## src/inc/afp_pkg.sv

```systemverilog
// Package for the amplifier fault protection and mode control block
package afp_pkg;

  // APB register byte offsets
  localparam logic [7:0] OFS_CTRL   = 8'h00;
  localparam logic [7:0] OFS_STATUS = 8'h04;
  localparam logic [7:0] OFS_IRQ    = 8'h08;
  localparam logic [7:0] OFS_MASK   = 8'h0c;
  localparam logic [7:0] OFS_IDLE   = 8'h10;

  // Event bit positions in the interrupt status and mask registers
  localparam int EV_OC   = 0;
  localparam int EV_OT   = 1;
  localparam int EV_DC   = 2;
  localparam int EV_UV   = 3;
  localparam int EV_OV   = 4;
  localparam int EV_W    = 5;

  // Control field positions
  localparam int CTRL_SOFT_SD = 0;

  // Reset values
  localparam logic [31:0] CTRL_RST = 32'h0000_0000;
  localparam logic [5:0]  MASK_RST = 6'h00;

  // PWM resolution and duty thresholds, in counts of a 256-step period
  localparam int          PWM_W      = 8;
  localparam logic [7:0]  DUTY_HALF  = 8'h80;
  localparam logic [7:0]  DUTY_DC    = 8'h9a;
  localparam logic [7:0]  DUTY_IDLE  = 8'h26;

  // Timing
  localparam int CLK_MHZ       = 200;
  localparam int POWERUP_MS    = 10;
  localparam int DC_DETECT_MS  = 420;
  localparam int POWERUP_CYC   = POWERUP_MS * CLK_MHZ * 1000;
  localparam int DC_DETECT_CYC = DC_DETECT_MS * CLK_MHZ * 1000;

  typedef enum logic [1:0]
  {
    ST_POWERUP = 2'b00,
    ST_SHUTDOWN = 2'b01,
    ST_ACTIVE  = 2'b10
  } afp_state_type;

  // Analog comparator and detector flags, coming in from another domain
  typedef struct packed
  {
    logic over_current;
    logic over_temp;
    logic under_volt;
    logic over_volt;
  } afp_sense_type;

  // Bridge drive for one channel
  typedef struct packed
  {
    logic out_pos_leg;
    logic out_neg_leg;
  } afp_leg_type;

endpackage : afp_pkg

```

## src/verilog/afp_ctrl.sv

```systemverilog
// Amplifier fault protection, mode selection and PWM leg control
//
// Register access over APB and the address map were decided locally.
`timescale 1ns/1ps
module afp_ctrl
  import afp_pkg::*;
#(
  parameter int POWERUP_CYCLES   = POWERUP_CYC,
  parameter int DC_DETECT_CYCLES = DC_DETECT_CYC
)
(
  // Clock, reset and enable
  input  wire logic                 sys_clk_in,
  input  wire logic                 rst_in,
  input  wire logic                 clk_en_in,
  // APB slave
  input  wire logic                 psel_in,
  input  wire logic                 penable_in,
  input  wire logic                 pwrite_in,
  input  wire logic [7:0]           paddr_in,
  input  wire logic [31:0]          pwdata_in,
  output logic      [31:0]          prdata_out,
  output logic                      pready_out,
  output logic                      pslverr_out,
  // Pins and analog sense flags
  input  wire logic                 shutdown_n_in,
  input  wire logic                 modulation_select_in,
  input  wire logic                 left_inputs_grounded_in,
  input  wire afp_pkg::afp_sense_type sense_in,
  // Signal demand per channel, signed
  input  wire logic signed [PWM_W-1:0] demand_left_in,
  input  wire logic signed [PWM_W-1:0] demand_right_in,
  // Outputs
  output logic                      fault_flag_n_out,
  output logic                      outputs_hiz_out,
  output logic                      low_current_out,
  output logic                      parallel_bridge_mono_out,
  output afp_pkg::afp_leg_type      leg_left_out,
  output afp_pkg::afp_leg_type      leg_right_out,
  output logic                      irq_out
);

  // Two flip-flop synchronisers for all asynchronous pins
  logic [7:0] sync1_reg, sync2_reg;
  logic [7:0] sync1_next, sync2_next;
  logic       sd_n, scheme_sel, lgnd;
  afp_sense_type sense;

  always_comb
  begin
    sync1_next = {shutdown_n_in, modulation_select_in,
                  left_inputs_grounded_in, 1'b0, sense_in};
    sync2_next = sync1_reg;
  end

  always_ff @(posedge sys_clk_in or posedge rst_in)
  begin
    if (rst_in)
    begin
      sync1_reg <= 8'h00;
      sync2_reg <= 8'h00;
    end
    else if (clk_en_in)
    begin
      sync1_reg <= sync1_next;
      sync2_reg <= sync2_next;
    end
  end

  assign sd_n   = sync2_reg[7];
  assign scheme_sel = sync2_reg[6];
  assign lgnd   = sync2_reg[5];
  assign sense  = sync2_reg[3:0];

  function automatic logic [PWM_W-1:0] clip_duty(input int v);
    if (v > 255)
      clip_duty = 8'hff;
    else if (v < 0)
      clip_duty = 8'h00;
    else
      clip_duty = v[PWM_W-1:0];
  endfunction : clip_duty

  // Main control state
  afp_state_type state_reg, state_next;
  logic [31:0] pu_cnt_reg, pu_cnt_next;
  logic [31:0] dc_cnt_reg [2];
  logic [31:0] dc_cnt_next [2];
  logic [1:0]  dc_pol_reg [2];
  logic [1:0]  dc_pol_next [2];
  logic        oc_reg, ot_reg, dc_reg;
  logic        oc_next, ot_next, dc_next;
  logic        mono_reg, mono_next;
  logic        scheme_sel_reg, scheme_sel_next;
  logic [31:0] ctrl_reg, ctrl_next;
  logic [5:0]  irq_reg, irq_next;
  logic [5:0]  mask_reg, mask_next;
  logic [PWM_W-1:0] cnt_reg, cnt_next;
  logic [PWM_W-1:0] dp [2];
  logic [PWM_W-1:0] dn [2];
  afp_leg_type legs [2];
  logic        latched, supply_bad, sd_eff, run;
  logic        rd_acc, wr_acc;
  logic [5:0]  ev;
  logic [31:0] rdata;
  logic        addr_ok;

  assign rd_acc = psel_in && penable_in && !pwrite_in;
  assign wr_acc = psel_in && penable_in && pwrite_in;
  assign latched = oc_reg || ot_reg || dc_reg;
  assign supply_bad = sense.under_volt || sense.over_volt;
  assign sd_eff = !sd_n || ctrl_reg[CTRL_SOFT_SD];
  // Shutdown gates the bridge at once, even in the cycle power-up ends
  assign run = (state_reg == ST_ACTIVE) && !latched && !supply_bad
               && !sd_eff;

  // Leg duty computation for each channel
  always_comb
  begin
    for (int c = 0; c < 2; c++)
    begin
      int d;
      d = mono_reg ? int'(demand_right_in) :
          (c == 0 ? int'(demand_left_in) : int'(demand_right_in));
      if (!scheme_sel_reg)
      begin
        dp[c] = clip_duty(int'(DUTY_HALF) + d);
        dn[c] = clip_duty(int'(DUTY_HALF) - d);
      end
      else
      begin
        // Falling leg rails to ground: fewer switching losses, some THD
        dp[c] = (d < 0) ? 8'h00 : clip_duty(int'(DUTY_IDLE) + d);
        dn[c] = (d > 0) ? 8'h00 : clip_duty(int'(DUTY_IDLE) - d);
      end
    end
  end

  always_comb
  begin
    state_next  = state_reg;
    pu_cnt_next = pu_cnt_reg;
    oc_next     = oc_reg;
    ot_next     = ot_reg;
    dc_next     = dc_reg;
    mono_next   = mono_reg;
    scheme_sel_next = scheme_sel;
    cnt_next    = cnt_reg + 8'h01;
    ctrl_next   = ctrl_reg;
    mask_next   = mask_reg;
    ev          = 6'h00;
    for (int c = 0; c < 2; c++)
    begin
      dc_cnt_next[c] = dc_cnt_reg[c];
      dc_pol_next[c] = dc_pol_reg[c];
    end
    case (state_reg)
      ST_POWERUP:
      begin
        // Inputs charge their coupling capacitors meanwhile
        if (pu_cnt_reg >= POWERUP_CYCLES - 1)
        begin
          mono_next = lgnd;
          state_next = ST_ACTIVE;
        end
        else
          pu_cnt_next = pu_cnt_reg + 32'h1;
      end
      ST_SHUTDOWN:
      begin
        if (!sd_eff)
          state_next = ST_ACTIVE;
      end
      ST_ACTIVE:
      begin
        if (sd_eff)
          state_next = ST_SHUTDOWN;
      end
      default:
        state_next = ST_POWERUP;
    endcase
    if (sd_eff)
    begin
      oc_next = 1'b0;
      ot_next = 1'b0;
      dc_next = 1'b0;
      for (int c = 0; c < 2; c++)
        dc_cnt_next[c] = 32'h0;
    end
    else if (state_reg == ST_ACTIVE)
    begin
      if (sense.over_current)
      begin
        oc_next = 1'b1;
        ev[EV_OC] = !oc_reg;
      end
      if (sense.over_temp)
      begin
        ot_next = 1'b1;
        ev[EV_OT] = !ot_reg;
      end
      for (int c = 0; c < 2; c++)
      begin
        logic [1:0] pol;
        pol = {dp[c] > DUTY_DC, dn[c] > DUTY_DC};
        if (!run || pol == 2'b00 || pol != dc_pol_reg[c])
          dc_cnt_next[c] = 32'h0;
        else if (dc_cnt_reg[c] >= DC_DETECT_CYCLES)
        begin
          dc_next = 1'b1;
          ev[EV_DC] = !dc_reg;
        end
        else
          dc_cnt_next[c] = dc_cnt_reg[c] + 32'h1;
        dc_pol_next[c] = pol;
      end
    end
    ev[EV_UV] = sense.under_volt && !irq_reg[EV_UV];
    ev[EV_OV] = sense.over_volt && !irq_reg[EV_OV];
    ev[EV_W]  = 1'b0;
    if (wr_acc && paddr_in == OFS_CTRL)
      ctrl_next = pwdata_in;
    if (wr_acc && paddr_in == OFS_MASK)
      mask_next = pwdata_in[5:0];
    // Read clears, but a new event in the same cycle survives
    irq_next = ((rd_acc && paddr_in == OFS_IRQ) ? 6'h00 : irq_reg) | ev;
  end

  always_ff @(posedge sys_clk_in or posedge rst_in)
  begin
    if (rst_in)
    begin
      state_reg  <= ST_POWERUP;
      pu_cnt_reg <= 32'h0;
      oc_reg     <= 1'b0;
      ot_reg     <= 1'b0;
      dc_reg     <= 1'b0;
      mono_reg   <= 1'b0;
      scheme_sel_reg <= 1'b0;
      cnt_reg    <= 8'h00;
      ctrl_reg   <= CTRL_RST;
      mask_reg   <= MASK_RST;
      irq_reg    <= 6'h00;
      for (int c = 0; c < 2; c++)
      begin
        dc_cnt_reg[c] <= 32'h0;
        dc_pol_reg[c] <= 2'b00;
      end
    end
    else if (clk_en_in)
    begin
      state_reg  <= state_next;
      pu_cnt_reg <= pu_cnt_next;
      oc_reg     <= oc_next;
      ot_reg     <= ot_next;
      dc_reg     <= dc_next;
      mono_reg   <= mono_next;
      scheme_sel_reg <= scheme_sel_next;
      cnt_reg    <= cnt_next;
      ctrl_reg   <= ctrl_next;
      mask_reg   <= mask_next;
      irq_reg    <= irq_next;
      for (int c = 0; c < 2; c++)
      begin
        dc_cnt_reg[c] <= dc_cnt_next[c];
        dc_pol_reg[c] <= dc_pol_next[c];
      end
    end
  end

  // Registered pin outputs
  logic fault_n_reg, hiz_reg, lowi_reg;
  afp_leg_type legl_reg, legr_reg;

  always_comb
  begin
    for (int c = 0; c < 2; c++)
    begin
      legs[c].out_pos_leg = run && (cnt_reg < dp[c]);
      legs[c].out_neg_leg = run && (cnt_reg < dn[c]);
    end
  end

  always_ff @(posedge sys_clk_in or posedge rst_in)
  begin
    if (rst_in)
    begin
      fault_n_reg <= 1'b1;
      hiz_reg     <= 1'b1;
      lowi_reg    <= 1'b1;
      legl_reg    <= 2'b00;
      legr_reg    <= 2'b00;
    end
    else if (clk_en_in)
    begin
      fault_n_reg <= !latched;
      hiz_reg     <= !run;
      lowi_reg    <= state_reg != ST_ACTIVE;
      legl_reg    <= legs[0];
      legr_reg    <= legs[1];
    end
  end

  // APB read mux, zero wait states; unmapped addresses flag an error
  always_comb
  begin
    rdata   = 32'h0;
    addr_ok = 1'b1;
    case (paddr_in)
      OFS_CTRL:   rdata = ctrl_reg;
      OFS_STATUS: rdata = {24'h0, mono_reg, scheme_sel_reg, state_reg,
                           dc_reg, ot_reg, oc_reg, !run};
      OFS_IRQ:    rdata = {26'h0, irq_reg};
      OFS_MASK:   rdata = {26'h0, mask_reg};
      default:    addr_ok = 1'b0;
    endcase
  end

  always_comb
  begin
    prdata_out  = rdata;
    pready_out  = 1'b1;
    pslverr_out = psel_in && penable_in && !addr_ok;
  end

  assign fault_flag_n_out         = fault_n_reg;
  assign outputs_hiz_out          = hiz_reg;
  assign low_current_out          = lowi_reg;
  assign parallel_bridge_mono_out = mono_reg;
  assign leg_left_out             = legl_reg;
  assign leg_right_out            = legr_reg;
  assign irq_out                  = |(irq_reg & mask_reg);

endmodule : afp_ctrl

```

## config.mk

```make
export PLATFORM = sky130hd
export DESIGN_NAME = afp_ctrl
export DESIGN_NICKNAME = d
export VERILOG_FILES = /design/src/inc/afp_pkg.sv /design/src/verilog/afp_ctrl.sv
export SDC_FILE = /design/constraint.sdc
export NUM_CORES = 1
export LEC_CHECK = 0
export ABC_AREA = 0
export ABC_CLOCK_PERIOD_IN_PS = 9350
export BUFFER_PORTS_ARGS = -buffer_cell sky130_fd_sc_hd__buf_2
export CAP_MARGIN = 10
export CORE_ASPECT_RATIO = 1.75
export CORE_MARGIN = 8
export CORE_UTILIZATION = 55
export CTS_BUF_LIST = sky130_fd_sc_hd__clkbuf_2 sky130_fd_sc_hd__clkbuf_4 sky130_fd_sc_hd__clkbuf_8
export CTS_CLUSTER_DIAMETER = 200
export DETAILED_ROUTE_END_ITERATION = 8
export GPL_TIMING_DRIVEN = 0
export PLACE_DENSITY = 0.76
export SLEW_MARGIN = 30
export SYNTH_ARGS = -nofsm -noshare
export SYNTH_HDL_FRONTEND = slang
export SYNTH_SLANG_ARGS = --single-unit
export TNS_END_PERCENT = 5
```

## constraint.sdc

```tcl
create_clock -name sys_clk_in -period 9.35 [get_ports sys_clk_in]
set_input_delay 0.935 -clock sys_clk_in [delete_from_list [all_inputs] [get_ports sys_clk_in]]
set_output_delay 0.935 -clock sys_clk_in [all_outputs]
set_load 0.05 [all_outputs]
```

-- Word-level counts from Yosys, hierarchy flattened
Index checks and enable logic that the tools add are counted.
- register bits after elaboration: 180
- word-level logic and storage cells: 198
- input port bits: 69
- output and inout bits: 43
- mux-type cells: 58
- $lt $le $gt $ge: 31
- add/sub/neg operators: 12
- equal/unequal tests: 13
- reduce and logical (&&, ||, !) cells: 56
- bitwise gates (word level): 4
- operator list (operator ; number):
    2-to-1 mux 8 bit ; 24
    less-than comparator 32 x 1 -> 1 bit (second input constant) ; 5
    2-to-1 mux 32 bit ; 5
    greater-than comparator 32 x 9 -> 1 bit (second input constant) ; 4
    2-to-1 mux 64 bit ; 2
    case mux 32 bit (4 select lines) ; 1
    adder 32 x 1 -> 32 bit (second input constant) ; 3
    >= comparator 32 x 27 -> 1 bit (second input constant) ; 2
    adder 7 x 32 -> 32 bit (first input constant) ; 1
    adder 9 x 32 -> 32 bit (first input constant) ; 1
    >= comparator 32 x 21 -> 1 bit (second input constant) ; 1
    greater-than comparator 32 x 1 -> 1 bit (second input constant) ; 1
    greater-than comparator 8 bit (second input constant) ; 4
    less-than comparator 8 bit ; 4
    subtractor 7 x 32 -> 32 bit (first input constant) ; 1
    subtractor 9 x 32 -> 32 bit (first input constant) ; 1
    AND reduction 3 bit ; 7
    greater-than comparator 10 x 9 -> 1 bit (second input constant) ; 2
    less-than comparator 10 x 1 -> 1 bit (second input constant) ; 2
    2-to-1 mux 1 bit ; 19
    greater-than comparator 9 bit (second input constant) ; 2
    less-than comparator 9 x 1 -> 1 bit (second input constant) ; 2
    equality test 8 x 4 -> 1 bit (second input constant) ; 2
    logical AND 1 bit ; 16
    other kinds (29) ; 62

-- Logic depth before layout (Yosys ltp)
- word-level depth: 17
- depth in mapped cells: 21
- gate-level depth less buffers: 18

-- Worst setup path after synthesis
OpenSTA, ideal clock, no wires.
- path type: register to register
- from: register mono_reg (netlist: parallel_bridge_mono_out)
- to: register dc_cnt_reg[49] (netlist bit)
- setup slack: 3.914 ns
- library setup time: 0.130 ns
- clock period less this slack: 5.436 ns
- arrival time: 5.307 ns
- data required time: 9.220 ns
- stages on the path, launching flop included: 21
- buffers on the path: 3
- path through: dfrtp_1 > buf_4 > buf_2 > mux2i_1 > inv_1 > ha_1 > a21boi_1 > o21ai_0 > nand3_1 > ha_1 > or4_1 > or4_4 > a221oi_4 > nand3_1 > o211ai_2 > nand2_1 > o21bai_4 > mux2_2 > nor2_1 > buf_2 > a21oi_1
- cells in the longest elaborated chain, start to end: 14
- elaborated cells on any way between the ends: 38
- those cells by class: add/sub: 4; order compare: 12; eq/ne: 2; mux: 16; reduce/logical: 4
- RTL lines (element ; RTL line ; text):
    start, declared ; afp_ctrl.sv:93 ; logic mono_reg, mono_next;
    start signal, assigned ; afp_ctrl.sv:257 ; mono_reg <= mono_next;
    2-to-1 mux 32 bit * ; afp_ctrl.sv:123 ; d = mono_reg ? int'(demand_right_in) :
    subtractor 7 x 32 -> 32 bit / adder 7 x 32 -> 32 bit (equally long branches) ; afp_ctrl.sv:134, afp_ctrl.sv:133 ;
    less-than comparator 32 x 1 -> 1 bit ; afp_ctrl.sv:78 ; else if (v < 0)
    2-to-1 mux 8 bit ; afp_ctrl.sv:78 ;
    2-to-1 mux 8 bit ; afp_ctrl.sv:76 ; if (v > 255)
    2-to-1 mux 8 bit, on equally long branches ; afp_ctrl.sv:134, afp_ctrl.sv:133 ;
    2-to-1 mux 8 bit ; afp_ctrl.sv:125 ; if (!scheme_sel_reg)
    greater-than comparator 8 bit ; afp_ctrl.sv:205 ; pol = {dp[c] > DUTY_DC, dn[c] > DUTY_DC};
    logical NOT 2 bit ; afp_ctrl.sv:206 ; if (!run || pol == 2'b00 || pol != dc_pol_reg[c])
    logical OR 1 bit ; afp_ctrl.sv:206 ;
    logical OR 1 bit * ; afp_ctrl.sv:206 ;
    2-to-1 mux 32 bit ; afp_ctrl.sv:206 ;
    2-to-1 mux 64 bit ; afp_ctrl.sv:190 ; else if (state_reg == ST_ACTIVE)
    2-to-1 mux 64 bit ; afp_ctrl.sv:182 ; if (sd_eff)
    end signal, assigned by index ; afp_ctrl.sv:265 ; dc_cnt_reg[c] <= dc_cnt_next[c];
    end, declared ; afp_ctrl.sv:87 ; logic [31:0] dc_cnt_reg [2];
Mark *: on every way between the ends. The rest lies on a longest branch, timed or not. The select of a mux whose other input is x is not followed.
A chain may end at the register's enable or synchronous reset.

-- Worst setup path after layout
- from: register mono_reg (netlist: parallel_bridge_mono_out)
- to: register dc_cnt_reg[36] (netlist bit)
The elaborated chain is that of the path after synthesis.

==> impl_metrics.py <==
metrics = {
    "clock_tree": {
        "clk_latency_ns": 0.48,
        "path_clk_slew_ns": 0.09,
        "cts_setup_buffers": 0,
        "clock_path_buffers": 2,
        "postCtsHoldBufs": 0,
        "cts_sinks": 179,
        "cts.htree.levels": 4,
        "cts_root_buf": "clkbuf_8",
        "cts_tree": "yes",
        "cts_buffers": 17,
        "postCtsResizedCells": 0,
    },
    "layout": {
        "area_growth_pct": 11.9,
        "drive_above_1_share_pct": 17.8,
        "largest_reg_flops": 64,
        "fin_area_mm2": 0.0126,
        "mostFrequentLayoutCells": "dfrtp_1 (176), buf_2 (116), nand2_1 (106)",
        "nNetsFinal": 1454,
        "layout_commonest_cell": "dfrtp_1",
        "seq_area_mm2": 0.00448,
        "fillCellCount": 1760,
        "multi_input_area_mm2": 0.00635,
    },
    "floorplanning": {
        "num_rows": 69,
        "initial_core_util_pct": 55.5,
        "ioPinCount": 112,
        "fp.dieH_um": 205,
        "dieWidth_um": 124,
        "coreArea_mm2": 0.0202,
        "die-area_mm2": 0.0254,
    },
    "hold_path": {
        "hold_class": "reg -> reg",
        "hold_depth": 1,
    },
    "routing": {
        "postRouteAntennaNets": 0,
        "drtIter0Drc": 567,
        "routed_wl_um": 29100,
        "dr.pass1.iters": 7,
        "wl_per_cell_um": 18.4,
        "vias": 9628,
        "post-route-drc-count": 0,
        "viasPerCell": 6.07,
    },
    "placement": {
        "dp_hpwl_um": 22400,
        "io_buffers": 108,
        "dp_slack_ns": 2.71,
        "placedInstanceArea_mm2": 0.0121,
        "gp_congestion": 0.958,
    },
    "grt": {
        "grt_max_degree": 95,
        "grt_pass1_wl_um": 46700,
        "first_global_vias": 9589,
        "antenna_found_initial": 1,
        "gr-usage-all-layers_pct": 23.1,
        "gr-total-overflow": 0,
    },
    "synth": {
        "syn_area_mm2": 0.0112,
        "syn_area_per_cell_um2": 9.41,
        "seq_area_frac_synth_pct": 40.0,
        "synth_area_leaders": "dfrtp_1 (39%), ha_1 (7.1%), mux2_2 (6.0%), nand2_1 (3.5%), a21oi_1 (3.1%)",
        "synth_top_cell_by_area": "dfrtp_1",
        "synth_edf_count": 0,
        "synth_cells": 1193,
        "async_flop_share_pct": 100,
        "synth_warnings": 0,
        "synth_top_cell_area_share_pct": 39.3,
        "synth-main-ff-cell": "dfrtp_1",
        "ys_ff_latch": 179,
        "synth_cell_types": 78,
        "synth_nets": 1326,
    },
    "pwr": {
        "leakage_nw": 5.77,
        "peakVddDrop_mv": 0.102,
        "p_total_mw": 1.86,
        "power_density_mw_per_mm2": 148,
    },
    "critical_path": {
        "crit_required_ns": 9.70,
        "worstReg2RegStart": "parallel_bridge_mono_out$_DFFE_PP0P_",
        "reg2regPathDepth": 19,
        "start_kind": "flip-flop",
        "critPathCaptureType": "flip-flop",
        "cp-startpoint": "parallel_bridge_mono_out$_DFFE_PP0P_",
        "rr_endpoint": "dc_cnt_reg[36]$_DFFE_PP0P_",
        "reg2reg_slack_ns": 3.07,
        "critPathMaxFanout": 10,
        "cp.arrival_ns": 6.63,
        "crit_end": "dc_cnt_reg[36]$_DFFE_PP0P_",
        "path_class": "reg -> reg",
    },
    "sta": {
        "worst_slew_pin_slew_ns": 0.926,
        "finalCriticalPeriod_ns": 6.28,
        "layout_setup_ws_ns": 3.07,
        "slew_viol_final": 0,
        "whs_ns": 0.465,
        "setup_viol": 0,
        "rsz0062_at_grt": "false",
        "fin_setup_tns_ns": 0,
        "fin_skew_ns": 0.0190,
        "fmaxAchievable_mhz": 159,
        "finalCritPeriodShare_pct": 67.2,
        "hold_violations": 0,
        "relSlewSlack_pct": 37.8,
    },
    "outcome": {
        "status": "finished clean",
    },
    "run": {
        "cap_violations": 0,
    },
}
## worst max-delay path, stage by stage (launching register included)
cell and delay [ns]:
dfrtp_1 0.37, buf_4 0.20, buf_2 0.26, mux2i_1 0.42
inv_1 0.22, ha_1 0.25, a21boi_1 0.20, o21ai_0 0.46
nand3_1 0.13, ha_1 0.23, or4_1 0.52, or4_4 0.46
a221oi_4 0.31, nand2_1 0.17, a221oi_1 0.47, o21bai_4 0.26
mux2_2 0.47, nor2_1 0.37, buf_2 0.31, a21oi_1 0.06
## power breakdown
part           internal, mW  total, mW  leakage [nW]  switching, mW
logic                 0.169      0.386          3.13          0.216
clock network         0.285      0.590         0.226          0.305
registers             0.816      0.886          2.42         0.0702
total                  1.27       1.86          5.77          0.592
## stage by stage
step           cells  utilization (%)
6_report        1585             62.2
5_1_grt         1583             62.1
4_1_cts         1582             62.1
3_5_place_dp    1550             59.9
3_3_place_gp    1549             59.8
2_1_floorplan   1193                -
## logic make-up after synthesis
logic type                 Yosys count  share of synthesized area, %
AOI/OAI and AO/OA                  269                          16.0
xor gates and xnor gates            51                          3.98
adders and majority gates           64                          7.14
buffers and inverters               99                          3.47
DFF                                179                          40.0
muxes                               83                          8.52
other                                1                        0.0334
and+or+nand+nor                    447                          20.9
## synthesized netlist by cell type, types with 17 or more instances
| cell type | n |
|---|---|
| dfrtp_1 | 176 |
| nand2_1 | 106 |
| a21oi_1 | 70 |
| nor2_1 | 69 |
| ha_1 | 64 |
| mux2_2 | 60 |
| o21ai_0 | 57 |
| nand3_1 | 48 |
| clkbuf_1 | 44 |
| inv_1 | 36 |
| and2_1 | 33 |
| nor3_1 | 32 |
| xnor2_1 | 29 |
| and3_1 | 25 |
| nand4_1 | 23 |
| xor2_1 | 22 |
| o31ai_1 | 21 |
| or3_1 | 20 |
| mux2i_1 | 19 |
| or4_1 | 18 |
| nor2b_1 | 17 |
| nor4_1 | 17 |
## area by class of cell
| cell class | instances | share of cell area, % |
|---|---|---|
| diodes | 3 | 0.0598 |
| plain buffers | 59 | 1.90 |
| clock buffers | 19 | 2.03 |
| clock inverters | 13 | 1.44 |
| inverters | 40 | 1.26 |
| multi-input cells | 915 | 50.6 |
| flip-flops and latches | 179 | 35.7 |
| well taps | 248 | 2.47 |
| repair buffers | 109 | 4.52 |
## worst min path at each step
stage               slack, ns                         end                       start
floorplan                0.43  pu_cnt_reg[24]$_DFFE_PP0P_  pu_cnt_reg[24]$_DFFE_PP0P_
global placement         0.44  pu_cnt_reg[24]$_DFFE_PP0P_  pu_cnt_reg[24]$_DFFE_PP0P_
detailed placement       0.45  pu_cnt_reg[23]$_DFFE_PP0P_  pu_cnt_reg[23]$_DFFE_PP0P_
CTS                      0.47  pu_cnt_reg[26]$_DFFE_PP0P_  pu_cnt_reg[26]$_DFFE_PP0P_
global route             0.49  pu_cnt_reg[30]$_DFFE_PP0P_  pu_cnt_reg[30]$_DFFE_PP0P_
finish                   0.47  pu_cnt_reg[31]$_DFFE_PP0P_  pu_cnt_reg[31]$_DFFE_PP0P_
## per-layer routing
layer / GRT usage (%) / share of wire, % / vias up
met1: 25.7 / 39 / 4693
met2: 41.1 / 53 / 240
met3: 3.17 / 3.9 / 80
li1: - / - / 4615
met5: 0 / 0 / -
met4: 12.1 / 4.1 / 0
Power figures use the tool's default switching activity.
